--- src/pkg/swcc_consts.vh ---
// Constants for the standby wake and slow clock control block
`ifndef SWCC_CONSTS_VH
`define SWCC_CONSTS_VH

// Register byte addresses
`define SWCC_ADDR_W          9
`define SWCC_OFF_CLK_CFG     9'h0f0
`define SWCC_OFF_WAKE_EN     9'h0f4
`define SWCC_OFF_WAKE_STS    9'h0f8
`define SWCC_OFF_GPIO_DATA   9'h0fc
`define SWCC_OFF_GPIO_DIR    9'h100
`define SWCC_OFF_KEY_CODE    9'h104
`define SWCC_OFF_STATE       9'h108

// Reset values
`define SWCC_CLK_CFG_RST     8'h00
`define SWCC_WAKE_EN_RST     17'h00000
`define SWCC_GPIO_RST        13'h0000
`define SWCC_KEY_CODE_RST    8'h00

// Field positions
`define SWCC_CFG_ABSENT_BIT  0
`define SWCC_WK_RI1          0
`define SWCC_WK_RI2          1
`define SWCC_WK_KBD          2
`define SWCC_WK_MOUSE        3
`define SWCC_WK_KEY          4
`define SWCC_WK_GPA_LSB      5
`define SWCC_WK_GPB_LSB      13
`define SWCC_WK_W            17
`define SWCC_GPIO_W          13
`define SWCC_GPIO_NOWAKE_BIT 12

// Timing: reference and slow clock rates in Hz
`define SWCC_REF_HZ          14318180
`define SWCC_SLOW_HZ         32768
`define SWCC_REF_DIV         ((`SWCC_REF_HZ + `SWCC_SLOW_HZ / 2) / `SWCC_SLOW_HZ)
`define SWCC_REF_CNT_W       9
// Debounce length and LED half period, in slow clock ticks
`define SWCC_DEB_TICKS       8
`define SWCC_DEB_CNT_W       4
`define SWCC_LED_HALF_TICKS  16384
`define SWCC_LED_CNT_W       15

`endif

--- src/design/swcc_standby_wake_clock_control.v ---
// Standby wake detection, slow clock selection and register slave
`timescale 1ns/1ps
`default_nettype none
`include "swcc_consts.vh"

// How it works
// On standby alone, wake detection runs and enabled events pull wake low.
// Wake sources: both rings, keyboard, mouse, key match, wake GPIOs.
// GPIO groups A and B feed standby input paths into the wake logic.
// GPIO without wake path has an output driver only, never wakes.
// Wake GPIO drivers act only as inputs while main supply is absent.
// Slow clock config lives in standby domain, reset only by standby reset.
// Config bit 0 clear means external slow clock present; software sets it.
// Flag set: key match runs from 32 kHz divided from the reference clock.
// Board must always supply the external slow clock for debounce and LED.
// Without external slow clock, key match stops on standby supply alone.
// Reference clock is treated as absent whenever main supply is off.
// While main supply good is low, bus reads and writes are not decoded.
// Wake output and wake inputs stay live while main supply good is low.
// Standby power-on reset initialises all wake and suspend logic.
// External slow clock drives debounce, LED blink and, while the flag is clear, key match.
// Clock-absent flag is resynchronised before key match switches source.
module swcc_standby_wake_clock_control (
  input  wire                    clk_sys_in,
  input  wire                    rstn_in,
  input  wire [`SWCC_ADDR_W-1:0] avs_address_in,
  input  wire                    avs_read_in,
  input  wire                    avs_write_in,
  input  wire [31:0]             avs_writedata_in,
  input  wire [3:0]              avs_byteenable_in,
  output reg  [31:0]             avs_readdata_out,
  output reg                     avs_waitrequest_out,
  input  wire                    main_supply_good_in,
  input  wire                    slow_clock_input_in,
  input  wire                    reference_clock_input_in,
  input  wire                    ring_indicator_one_n_in,
  input  wire                    ring_indicator_two_n_in,
  input  wire                    keyboard_data_line_in,
  input  wire                    mouse_data_line_in,
  input  wire                    front_panel_reset_in_n_in,
  input  wire [7:0]              wake_gpio_group_a_in,
  output reg  [7:0]              wake_gpio_group_a_out,
  output reg  [7:0]              wake_gpio_group_a_oe_out,
  input  wire [3:0]              wake_gpio_group_b_in,
  output reg  [3:0]              wake_gpio_group_b_out,
  output reg  [3:0]              wake_gpio_group_b_oe_out,
  output reg                     gpio_without_wake_path_out,
  output reg                     gpio_without_wake_path_oe_out,
  output reg                     wake_event_out_n,
  output reg                     wake_event_oe_out,
  output reg                     front_panel_reset_db_n_out,
  output reg                     led_blink_out
);

  // Pin synchronisers: stage one feeds stage two only
  localparam SYN_W = 20;
  wire [SYN_W-1:0] pins_raw;
  reg  [SYN_W-1:0] syn1_ff;
  reg  [SYN_W-1:0] syn2_ff;
  reg  [SYN_W-1:0] syn3_ff;
  reg  [2:0]       prime_ff;
  assign pins_raw = {wake_gpio_group_b_in, wake_gpio_group_a_in,
                     front_panel_reset_in_n_in, mouse_data_line_in,
                     keyboard_data_line_in, ring_indicator_two_n_in,
                     ring_indicator_one_n_in, reference_clock_input_in,
                     slow_clock_input_in, main_supply_good_in};

  always @(posedge clk_sys_in) begin
    if (!rstn_in) begin
      syn1_ff <= {SYN_W{1'b1}};
      syn2_ff <= {SYN_W{1'b1}};
      syn3_ff <= {SYN_W{1'b1}};
      prime_ff <= 3'b000;
    end else begin
      syn1_ff <= pins_raw;
      syn2_ff <= syn1_ff;
      syn3_ff <= syn2_ff;
      prime_ff <= {prime_ff[1:0], 1'b1};
    end
  end

  // No edges until stage three holds a real sample: reset makes none
  wire       primed    = prime_ff[2];
  wire       main_good = syn2_ff[0];
  wire       ext_tick  = primed & syn2_ff[1] & ~syn3_ff[1];
  wire       ref_rise  = primed & syn2_ff[2] & ~syn3_ff[2];
  wire       kbd_s     = syn2_ff[5];
  wire       fp_s      = syn2_ff[7];
  wire [3:0] fall4     = syn3_ff[6:3] & ~syn2_ff[6:3] & {4{primed}};
  wire [11:0] gp_chg   = (syn3_ff[19:8] ^ syn2_ff[19:8]) & {12{primed}};

  // Registers
  reg [7:0]               clk_cfg_ff;
  reg [`SWCC_WK_W-1:0]    wake_en_ff;
  reg [`SWCC_WK_W-1:0]    wake_sts_ff;
  reg [`SWCC_GPIO_W-1:0]  gpio_data_ff;
  reg [`SWCC_GPIO_W-1:0]  gpio_dir_ff;
  reg [7:0]               key_code_ff;

  // Internal 32 kHz from the reference clock
  reg  [`SWCC_REF_CNT_W-1:0] ref_cnt_ff;
  wire int_tick = main_good & ref_rise &
                  (ref_cnt_ff == `SWCC_REF_DIV - 1);

  always @(posedge clk_sys_in) begin
    if (!rstn_in) begin
      ref_cnt_ff <= {`SWCC_REF_CNT_W{1'b0}};
    end else if (!main_good) begin
      ref_cnt_ff <= {`SWCC_REF_CNT_W{1'b0}};
    end else if (ref_rise) begin
      if (int_tick) begin
        ref_cnt_ff <= {`SWCC_REF_CNT_W{1'b0}};
      end else begin
        ref_cnt_ff <= ref_cnt_ff + 1'b1;
      end
    end
  end

  // Key match clock source, switched only on a tick boundary
  reg absent_s1_ff;
  reg absent_s2_ff;
  reg km_int_sel_ff;
  always @(posedge clk_sys_in) begin
    if (!rstn_in) begin
      absent_s1_ff  <= 1'b0;
      absent_s2_ff  <= 1'b0;
      km_int_sel_ff <= 1'b0;
    end else begin
      absent_s1_ff <= clk_cfg_ff[`SWCC_CFG_ABSENT_BIT];
      absent_s2_ff <= absent_s1_ff;
      if (ext_tick | int_tick) begin
        km_int_sel_ff <= absent_s2_ff;
      end
    end
  end

  // Internal ticks die with main supply, so key match halts then
  wire km_tick = km_int_sel_ff ? int_tick : ext_tick;

  // Key match: sample keyboard data per slow tick, compare to code
  reg [7:0] km_shift_ff;
  reg       km_hit_ff;
  wire      km_hit = (km_shift_ff == key_code_ff) &&
                     (key_code_ff != 8'h00);
  always @(posedge clk_sys_in) begin
    if (!rstn_in) begin
      km_shift_ff <= 8'h00;
      km_hit_ff   <= 1'b0;
    end else begin
      if (km_tick) begin
        km_shift_ff <= {km_shift_ff[6:0], kbd_s};
      end
      km_hit_ff <= km_hit;
    end
  end
  wire km_event = km_hit & ~km_hit_ff;

  // Front panel reset debounce and LED blink: external clock only
  reg [`SWCC_DEB_CNT_W-1:0] deb_cnt_ff;
  reg [`SWCC_LED_CNT_W-1:0] led_cnt_ff;
  always @(posedge clk_sys_in) begin
    if (!rstn_in) begin
      deb_cnt_ff                 <= {`SWCC_DEB_CNT_W{1'b0}};
      led_cnt_ff                 <= {`SWCC_LED_CNT_W{1'b0}};
      front_panel_reset_db_n_out <= 1'b1;
      led_blink_out              <= 1'b0;
    end else if (ext_tick) begin
      if (fp_s == front_panel_reset_db_n_out) begin
        deb_cnt_ff <= {`SWCC_DEB_CNT_W{1'b0}};
      end else if (deb_cnt_ff == `SWCC_DEB_TICKS - 1) begin
        deb_cnt_ff                 <= {`SWCC_DEB_CNT_W{1'b0}};
        front_panel_reset_db_n_out <= fp_s;
      end else begin
        deb_cnt_ff <= deb_cnt_ff + 1'b1;
      end
      if (led_cnt_ff == `SWCC_LED_HALF_TICKS - 1) begin
        led_cnt_ff    <= {`SWCC_LED_CNT_W{1'b0}};
        led_blink_out <= ~led_blink_out;
      end else begin
        led_cnt_ff <= led_cnt_ff + 1'b1;
      end
    end
  end

  // Wake events, gathered whatever the main supply does
  wire [`SWCC_WK_W-1:0] wake_evt = {gp_chg, km_event, fall4};

  // Bus slave: one wait state, answer at second edge of request
  wire        req     = avs_read_in | avs_write_in;
  wire        take    = req & ~avs_waitrequest_out;
  wire        decode  = main_good;
  wire        wr_take = take & avs_write_in & decode;
  wire [31:0] be_mask = {{8{avs_byteenable_in[3]}},
                         {8{avs_byteenable_in[2]}},
                         {8{avs_byteenable_in[1]}},
                         {8{avs_byteenable_in[0]}}};
  wire [31:0] wmask   = wr_take ? be_mask : 32'h00000000;
  wire [31:0] wd      = avs_writedata_in;

  wire hit_cfg  = (avs_address_in == `SWCC_OFF_CLK_CFG);
  wire hit_en   = (avs_address_in == `SWCC_OFF_WAKE_EN);
  wire hit_sts  = (avs_address_in == `SWCC_OFF_WAKE_STS);
  wire hit_gdat = (avs_address_in == `SWCC_OFF_GPIO_DATA);
  wire hit_gdir = (avs_address_in == `SWCC_OFF_GPIO_DIR);
  wire hit_key  = (avs_address_in == `SWCC_OFF_KEY_CODE);

  // Set beats write-one-to-clear in the same cycle
  wire [`SWCC_WK_W-1:0] sts_clr = hit_sts ? wmask[`SWCC_WK_W-1:0]
                                          : {`SWCC_WK_W{1'b0}};
  wire [`SWCC_WK_W-1:0] nxt_wake_sts = (wake_sts_ff & ~(sts_clr & wd[16:0]))
                                       | wake_evt;

  // Config register: reset only by the standby reset
  always @(posedge clk_sys_in) begin
    if (!rstn_in) begin
      clk_cfg_ff   <= `SWCC_CLK_CFG_RST;
      wake_en_ff   <= `SWCC_WAKE_EN_RST;
      wake_sts_ff  <= {`SWCC_WK_W{1'b0}};
      gpio_data_ff <= `SWCC_GPIO_RST;
      gpio_dir_ff  <= `SWCC_GPIO_RST;
      key_code_ff  <= `SWCC_KEY_CODE_RST;
    end else begin
      wake_sts_ff <= nxt_wake_sts;
      if (hit_cfg) begin
        clk_cfg_ff <= (clk_cfg_ff & ~wmask[7:0]) |
                      (wd[7:0] & wmask[7:0]);
      end
      if (hit_en) begin
        wake_en_ff <= (wake_en_ff & ~wmask[16:0]) | (wd[16:0] & wmask[16:0]);
      end
      if (hit_gdat) begin
        gpio_data_ff <= (gpio_data_ff & ~wmask[12:0]) |
                        (wd[12:0] & wmask[12:0]);
      end
      if (hit_gdir) begin
        gpio_dir_ff <= (gpio_dir_ff & ~wmask[12:0]) |
                       (wd[12:0] & wmask[12:0]);
      end
      if (hit_key) begin
        key_code_ff <= (key_code_ff & ~wmask[7:0]) | (wd[7:0] & wmask[7:0]);
      end
    end
  end

  // Read mux; unmapped or undecoded reads return zero
  reg [31:0] nxt_rdata;
  always @* begin
    nxt_rdata = 32'h00000000;
    if (!decode) begin
      nxt_rdata = 32'h00000000;
    end else if (hit_cfg) begin
      nxt_rdata = {24'h000000, clk_cfg_ff};
    end else if (hit_en) begin
      nxt_rdata = {15'h0000, wake_en_ff};
    end else if (hit_sts) begin
      nxt_rdata = {15'h0000, wake_sts_ff};
    end else if (hit_gdat) begin
      nxt_rdata = {19'h00000, gpio_data_ff};
    end else if (hit_gdir) begin
      nxt_rdata = {19'h00000, gpio_dir_ff};
    end else if (hit_key) begin
      nxt_rdata = {24'h000000, key_code_ff};
    end else if (avs_address_in == `SWCC_OFF_STATE) begin
      nxt_rdata = {27'h0000000, led_blink_out,
                   front_panel_reset_db_n_out,
                   km_int_sel_ff & ~main_good, km_int_sel_ff, main_good};
    end
  end

  always @(posedge clk_sys_in) begin
    if (!rstn_in) begin
      avs_waitrequest_out <= 1'b1;
      avs_readdata_out    <= 32'h00000000;
    end else begin
      avs_waitrequest_out <= ~(req & avs_waitrequest_out);
      if (req & avs_waitrequest_out) begin
        avs_readdata_out <= avs_read_in ? nxt_rdata : 32'h00000000;
      end
    end
  end

  // Pin drivers and wake output
  wire any_wake = |(nxt_wake_sts & wake_en_ff);
  always @(posedge clk_sys_in) begin
    if (!rstn_in) begin
      wake_gpio_group_a_out         <= 8'h00;
      wake_gpio_group_a_oe_out      <= 8'h00;
      wake_gpio_group_b_out         <= 4'h0;
      wake_gpio_group_b_oe_out      <= 4'h0;
      gpio_without_wake_path_out    <= 1'b0;
      gpio_without_wake_path_oe_out <= 1'b0;
      wake_event_out_n              <= 1'b1;
      wake_event_oe_out             <= 1'b0;
    end else begin
      wake_gpio_group_a_out    <= gpio_data_ff[7:0];
      wake_gpio_group_b_out    <= gpio_data_ff[11:8];
      // Main-supply drivers float when that supply is gone
      wake_gpio_group_a_oe_out <= gpio_dir_ff[7:0] & {8{main_good}};
      wake_gpio_group_b_oe_out <= gpio_dir_ff[11:8] & {4{main_good}};
      gpio_without_wake_path_out    <=
        gpio_data_ff[`SWCC_GPIO_NOWAKE_BIT];
      gpio_without_wake_path_oe_out <=
        gpio_dir_ff[`SWCC_GPIO_NOWAKE_BIT];
      // Open drain: drive low only, never gated by main supply
      wake_event_out_n  <= 1'b0;
      wake_event_oe_out <= any_wake;
    end
  end

endmodule // swcc_standby_wake_clock_control

`default_nettype wire

--- config.mk ---
export PLATFORM = sky130hd
export DESIGN_NAME = swcc_standby_wake_clock_control
export DESIGN_NICKNAME = d
export VERILOG_FILES = /design/src/design/swcc_standby_wake_clock_control.v
export VERILOG_INCLUDE_DIRS = /design/src /design/src/pkg
export SDC_FILE = /design/constraint.sdc
export NUM_CORES = 1
export LEC_CHECK = 0
export ABC_AREA = 1
export CAP_MARGIN = 20
export CORE_MARGIN = 2
export CORE_UTILIZATION = 55
export DETAILED_ROUTE_END_ITERATION = 10
export DONT_BUFFER_PORTS = 1
export PLACE_DENSITY = 0.7
export RECOVER_POWER = 100
export SYNTH_ARGS = -nofsm -noshare
export SYNTH_HDL_FRONTEND = slang
export SYNTH_SLANG_ARGS = --single-unit
export TNS_END_PERCENT = 1
--- constraint.sdc ---
create_clock -name clk_sys_in -period 2.84 [get_ports clk_sys_in]
set_input_delay 0.142 -clock clk_sys_in [delete_from_list [all_inputs] [get_ports clk_sys_in]]
set_output_delay 0.142 -clock clk_sys_in [all_outputs]
set_load 0.01 [all_outputs]
# [Yosys cells after proc, flatten, opt, wreduce, memory -nomap -nowiden]
# Cells that the tools add are included.
[classes] bitwise=50 add_sub_neg=3 reduce_logical=6 eq_ne=12 muxes=18
[ops] cell="$mux W17" n=6
[ops] cell="$and A17 B17 Y17" n=5
[ops] cell="$and A13 B13 Y13" n=3
[ops] cell="$eq A9 B8 Y1 const B" n=4
[ops] cell="$eq A9 B9 Y1 const B" n=4
[ops] cell="$not A17 Y17" n=2
[ops] cell="$or A17 B17 Y17" n=2
[ops] cell="$and A8 B8 Y8" n=4
[ops] cell="$mux W32" n=1
[ops] cell="$mux W13" n=2
[ops] cell="$or A13 B13 Y13" n=2
[ops] cell="$reduce_or A17 Y1" n=1
[ops] cell="$or A8 B8 Y8" n=2
[ops] cell="$add A15 B1 Y15 const B" n=1
[ops] cell="$eq A15 B14 Y1 const B" n=1
[ops] cell="$mux W15" n=1
[ops] cell="$not A13 Y13" n=1
[ops] cell="$and A1 B1 Y1" n=12
[ops] cell="$and A12 B12 Y12" n=1
[ops] cell="$and A4 B4 Y4" n=3
[ops] cell="$xor A12 B12 Y12" n=1
[ops] cell="$add A9 B1 Y9 const B" n=1
[ops] cell="$mux W9" n=1
[ops] cell="$eq A8 B8 Y1" n=1
[ops] cell="15 further kinds" n=27
[word_totals] wordCells=120 register_bits=242

# [Logic depth before layout (Yosys ltp)]
[depth] word_depth=12 ltp_mapped=14 ltp_nobuf=13

# [Worst setup path after synthesis]
# Ideal clock, no wire load.
[synth_timing] kind="reg2reg" start="register prime_ff[2]" end="register km_shift_ff[0]" stages_incl_launch_ff=11 synth_period_minus_slack_ps=1524 arrival_time_ps=1404 t_required_ps=2720 slack_ps=1316 path_buffers=1 setup_ps=120 path_cell_list="dfxtp_1 inv_2 nor3_4 inv_2 nor2_1 nand2_1 nand2_1 o21ai_1 buf_2 o21ai_1 a21oi_1"
[synth_via] elab_chain_len=5 word_cells_on_any_way=7
[synth_lines] element="from (decl)" line_no="swcc_standby_wake_clock_control.v:61" source="reg [2:0] prime_ff;"
[synth_lines] element="from (signal assigned)" line_no="swcc_standby_wake_clock_control.v:78" source="prime_ff <= {prime_ff[1:0], 1'b1};"
[synth_lines] element="$and A1 B1 Y1 (2 in series)" line_no="swcc_standby_wake_clock_control.v:86" source="wire ref_rise = primed & syn2_ff[2] & ~syn3_ff[2];"
[synth_lines] element="$and A1 B1 Y1 (2 in series)" line_no="swcc_standby_wake_clock_control.v:102" source="wire int_tick = main_good & ref_rise &"
[synth_lines] element="$mux W1 *" line_no="swcc_standby_wake_clock_control.v:138" source="wire km_tick = km_int_sel_ff ? int_tick : ext_tick;"
[synth_lines] element="to (signal assigned)" line_no="swcc_standby_wake_clock_control.v:151" source="km_shift_ff <= {km_shift_ff[6:0], kbd_s};"
[synth_lines] element="to (decl)" line_no="swcc_standby_wake_clock_control.v:141" source="reg [7:0] km_shift_ff;"
# Every way passes the cells marked *; elsewhere a longest branch is shown, timed or not.
# A chain may end at the register's enable or synchronous reset.

==> insert_results.sql <==
INSERT INTO impl_metrics (metric_group, metric, value, unit) VALUES
('timing', 'min_period', '2.41', 'ns'),
('detailed_routing', 'vias', '7086', ''),
('worst_setup_path', 'critical_path_class', 'input pin to flop', ''),
('detailed_routing', 'drt-pass1-iter-count', '5', ''),
('floorplan', 'number_of_top_level_pins', '132', ''),
('detailed_routing', 'drc', '0', ''),
('placement', 'place.detailed.hpwl', '13300', 'microns'),
('hold_path', 'holdCritPathClass', 'input pin to flop', ''),
('placement', 'dp.cells', '1307', ''),
('pwr', 'leakage_power_total', '4.17', 'nW'),
('cells_and_area', 'num-fill-cells', '1374', ''),
('floorplan', 'fp.dieArea', '16900', 'sq um'),
('clocking', 'clkLatencyLatePin', '0.51', 'ns'),
('placement', 'place.port_buffers', '0', ''),
('timing', 'final_count_of_pins_violating_max_slew', '0', ''),
('clocking', 'cts-buffers-inserted', '24', ''),
('hold_path', 'holdPathStages', '4', ''),
('pwr', 'cellPowerDensity', '657', 'nW/um^2'),
('logic_synthesis', 'post_synth.cell_area_avg', '7.82', 'sq um'),
('timing', 'finalClockSkew', '0.00988', 'ns'),
('hold_path', 'hold_path_startpoint', 'avs_write_in', ''),
('placement', 'globalplace.congestion', '0.849', ''),
('clocking', 'ctsResizeCount', '0', ''),
('grt', 'first_pass_grt_wire_length', '31900', 'microns'),
('grt', 'gr-usage-all-layers', '0.237', ''),
('floorplan', 'die_height', '130', 'microns'),
('timing', 'relSlewSlack', '0.393', ''),
('run', 'count_of_maximum_capacitance_violations', '0', ''),
('worst_setup_path', 'crit_slowest_cell', 'inv_1', ''),
('grt', 'remaining_global_route_overflow', '0', ''),
('grt', 'grt_max_degree', '99', ''),
('floorplan', 'std_cell_rows', '46', ''),
('cells_and_area', 'finalNetCount', '1232', ''),
('cells_and_area', 'post_route_cells_drive_above_1_share', '0.0995', ''),
('worst_setup_path', 'timing.critical_path.required', '3.23', 'ns'),
('detailed_routing', 'avgViaCountPerCell', '5.09', ''),
('clocking', 'cts.reportedPaths.clkPinSlew', '0.06', 'ns'),
('worst_setup_path', 'worst_setup_ep_type', 'flop', ''),
('worst_setup_path', 'critical_path.most_common_cell', 'dlygate4sd3_1', ''),
('logic_synthesis', 'post-synth-top-area-fraction', '0.515', ''),
('worst_setup_path', 'timing.critical_path.fanout_max', '98', ''),
('timing', 'final.setup.tns', '0', 'ns'),
('clocking', 'post_cts.repair.setup_buffers', '0', ''),
('cells_and_area', 'final_util', '0.644', ''),
('clocking', 'number_of_h_tree_levels', '1', ''),
('detailed_routing', 'post_drt_wl_per_cell', '14.2', 'microns'),
('worst_setup_path', 'crit_arrival', '2.80', 'ns'),
('cells_and_area', 'postLayoutCellArea', '10100', 'sq um'),
('detailed_routing', 'drt_first_iter_violations', '645', ''),
('timing', 'report.final.setup_viol', '0', ''),
('timing', 'tightestPinTransition', '0.910', 'ns'),
('timing', 'fin_ws', '0.429', 'ns'),
('clocking', 'cts.sinks', '225', ''),
('timing', 'finalHoldViolations', '0', ''),
('clocking', 'cts-root-buf', 'clkbuf_16', ''),
('placement', 'dp_worst_setup_slack', '0.755', 'ns'),
('detailed_routing', 'wl', '19800', 'microns'),
('logic_synthesis', 'synth-async-reset-ratio', '0', ''),
('logic_synthesis', 'yosysUniqueCellTypes', '42', ''),
('hold_path', 'min_to', 'avs_readdata_out[10]', ''),
('worst_setup_path', 'critical_path_buf_inv_count', '5', ''),
('worst_setup_path', 'setup.worst_path.start', 'rstn_in', ''),
('logic_synthesis', 'ys_dominant_reg_cell', 'dfxtp_1', ''),
('floorplan', 'width_of_the_die', '130', 'microns'),
('worst_setup_path', 'reg_to_reg_setup_timing_slack', '0.54', 'ns'),
('placement', 'post_dp_cell_area', '8910', 'sq um'),
('worst_setup_path', 'cell_family_with_most_cp_delay', 'buffers and inverters', ''),
('run_status', 'run_status', 'finished clean', ''),
('timing', 'fin_crit_sh', '0.849', ''),
('worst_setup_path', 'slowest_stage_delay_on_critical_path', '0.74', 'ns'),
('timing', 'whs', '0.0516', 'ns');
==> power by group <==
group | internal [mW] | switching [mW] | leakage [nW] | total [mW]
logic | 0.0970 | 0.154 | 1.94 | 0.251
clock network | 1.96 | 1.22 | 0.398 | 3.18
registers | 3.20 | 0.0194 | 1.83 | 3.22
total | 5.26 | 1.40 | 4.17 | 6.65
==> synthesized netlist by cell type, drive strengths merged, types with 4 or more instances <==
master,number
or2,55
dfxtp,225
ha,4
nand2,213
clkbuf,28
o21ai,108
xnor2,4
buf,24
o221ai,5
nand4,12
nor2,113
nand3,45
a21oi,111
xor2,7
nor3,5
o21bai,4
inv,125
o22ai,7
==> cells in the final DEF, fill, tap and decap left out, types with 4 or more instances in the layout <==
| cell | Yosys | layout |
|---|---|---|
| a21oi_1 | 110 | 110 |
| buf_4 | 17 | 6 |
| clkbuf_1 | 28 | 9 |
| clkbuf_16 | 0 | 25 |
| clkinv_2 | 0 | 5 |
| conb_1 | 1 | 15 |
| dfxtp_1 | 225 | 225 |
| dlygate4sd3_1 | 0 | 41 |
| ha_1 | 4 | 4 |
| inv_1 | 121 | 124 |
| nand2_1 | 211 | 211 |
| nand3_1 | 44 | 45 |
| nand4_1 | 12 | 12 |
| nor2_1 | 100 | 105 |
| nor2_2 | 9 | 5 |
| o21ai_0 | 94 | 99 |
| o21ai_1 | 14 | 9 |
| o21bai_1 | 4 | 4 |
| o221ai_1 | 5 | 5 |
| o22ai_1 | 7 | 7 |
| or2_2 | 55 | 55 |
| xnor2_1 | 4 | 4 |
| xor2_1 | 7 | 7 |
==> routing by layer <==
layer,up-vias,routed length (microns),GRT usage
met3,41,1280,0.0418
met4,0,524,0.0664
met5,-,0,0
li1,3658,-,-
met2,233,8680,0.367
met1,3154,9350,0.342
==> kinds of logic after synthesis <==
group	after synthesis	synth area share
AOI/OAI and AO/OA	248	0.152
xor gates and xnor gates	11	0.0110
adders and majority gates	4	0.00573
buffers and inverters	179	0.0852
DFF	225	0.515
other	1	0.000429
and+or+nand+nor	449	0.230
==> layout make-up <==
class | instances | area, sq um | share of cell area
tap | 216 | 270 | 0.0267
clock buffer | 33 | 686 | 0.0677
clock inverter | 10 | 130 | 0.0129
sequential | 225 | 4500 | 0.445
multi-input combinational | 727 | 3520 | 0.348
inverter | 127 | 477 | 0.0471
timing repair buffer | 54 | 538 | 0.0531
==> worst min-delay path, cell delays in order <==
cell and delay (ns):
o21ai_1 0.04, buf_4 0.20, nand2_1 0.08, a21oi_1 0.05
==> worst max path at each step <==
stage / end / slack (ns) / depth (start not counted)
after CTS: flop / 0.58 / 7
final: flop / 0.43 / 6
after detailed placement: flop / 0.75 / 9
after global placement: wake_event_oe_out / 0.88 / 12
after floorplan: km_shift_ff[0] / 1.32 / 10
after global routing: km_shift_ff[1] / 0.28 / 11
(Power assumes the default switching activity.)
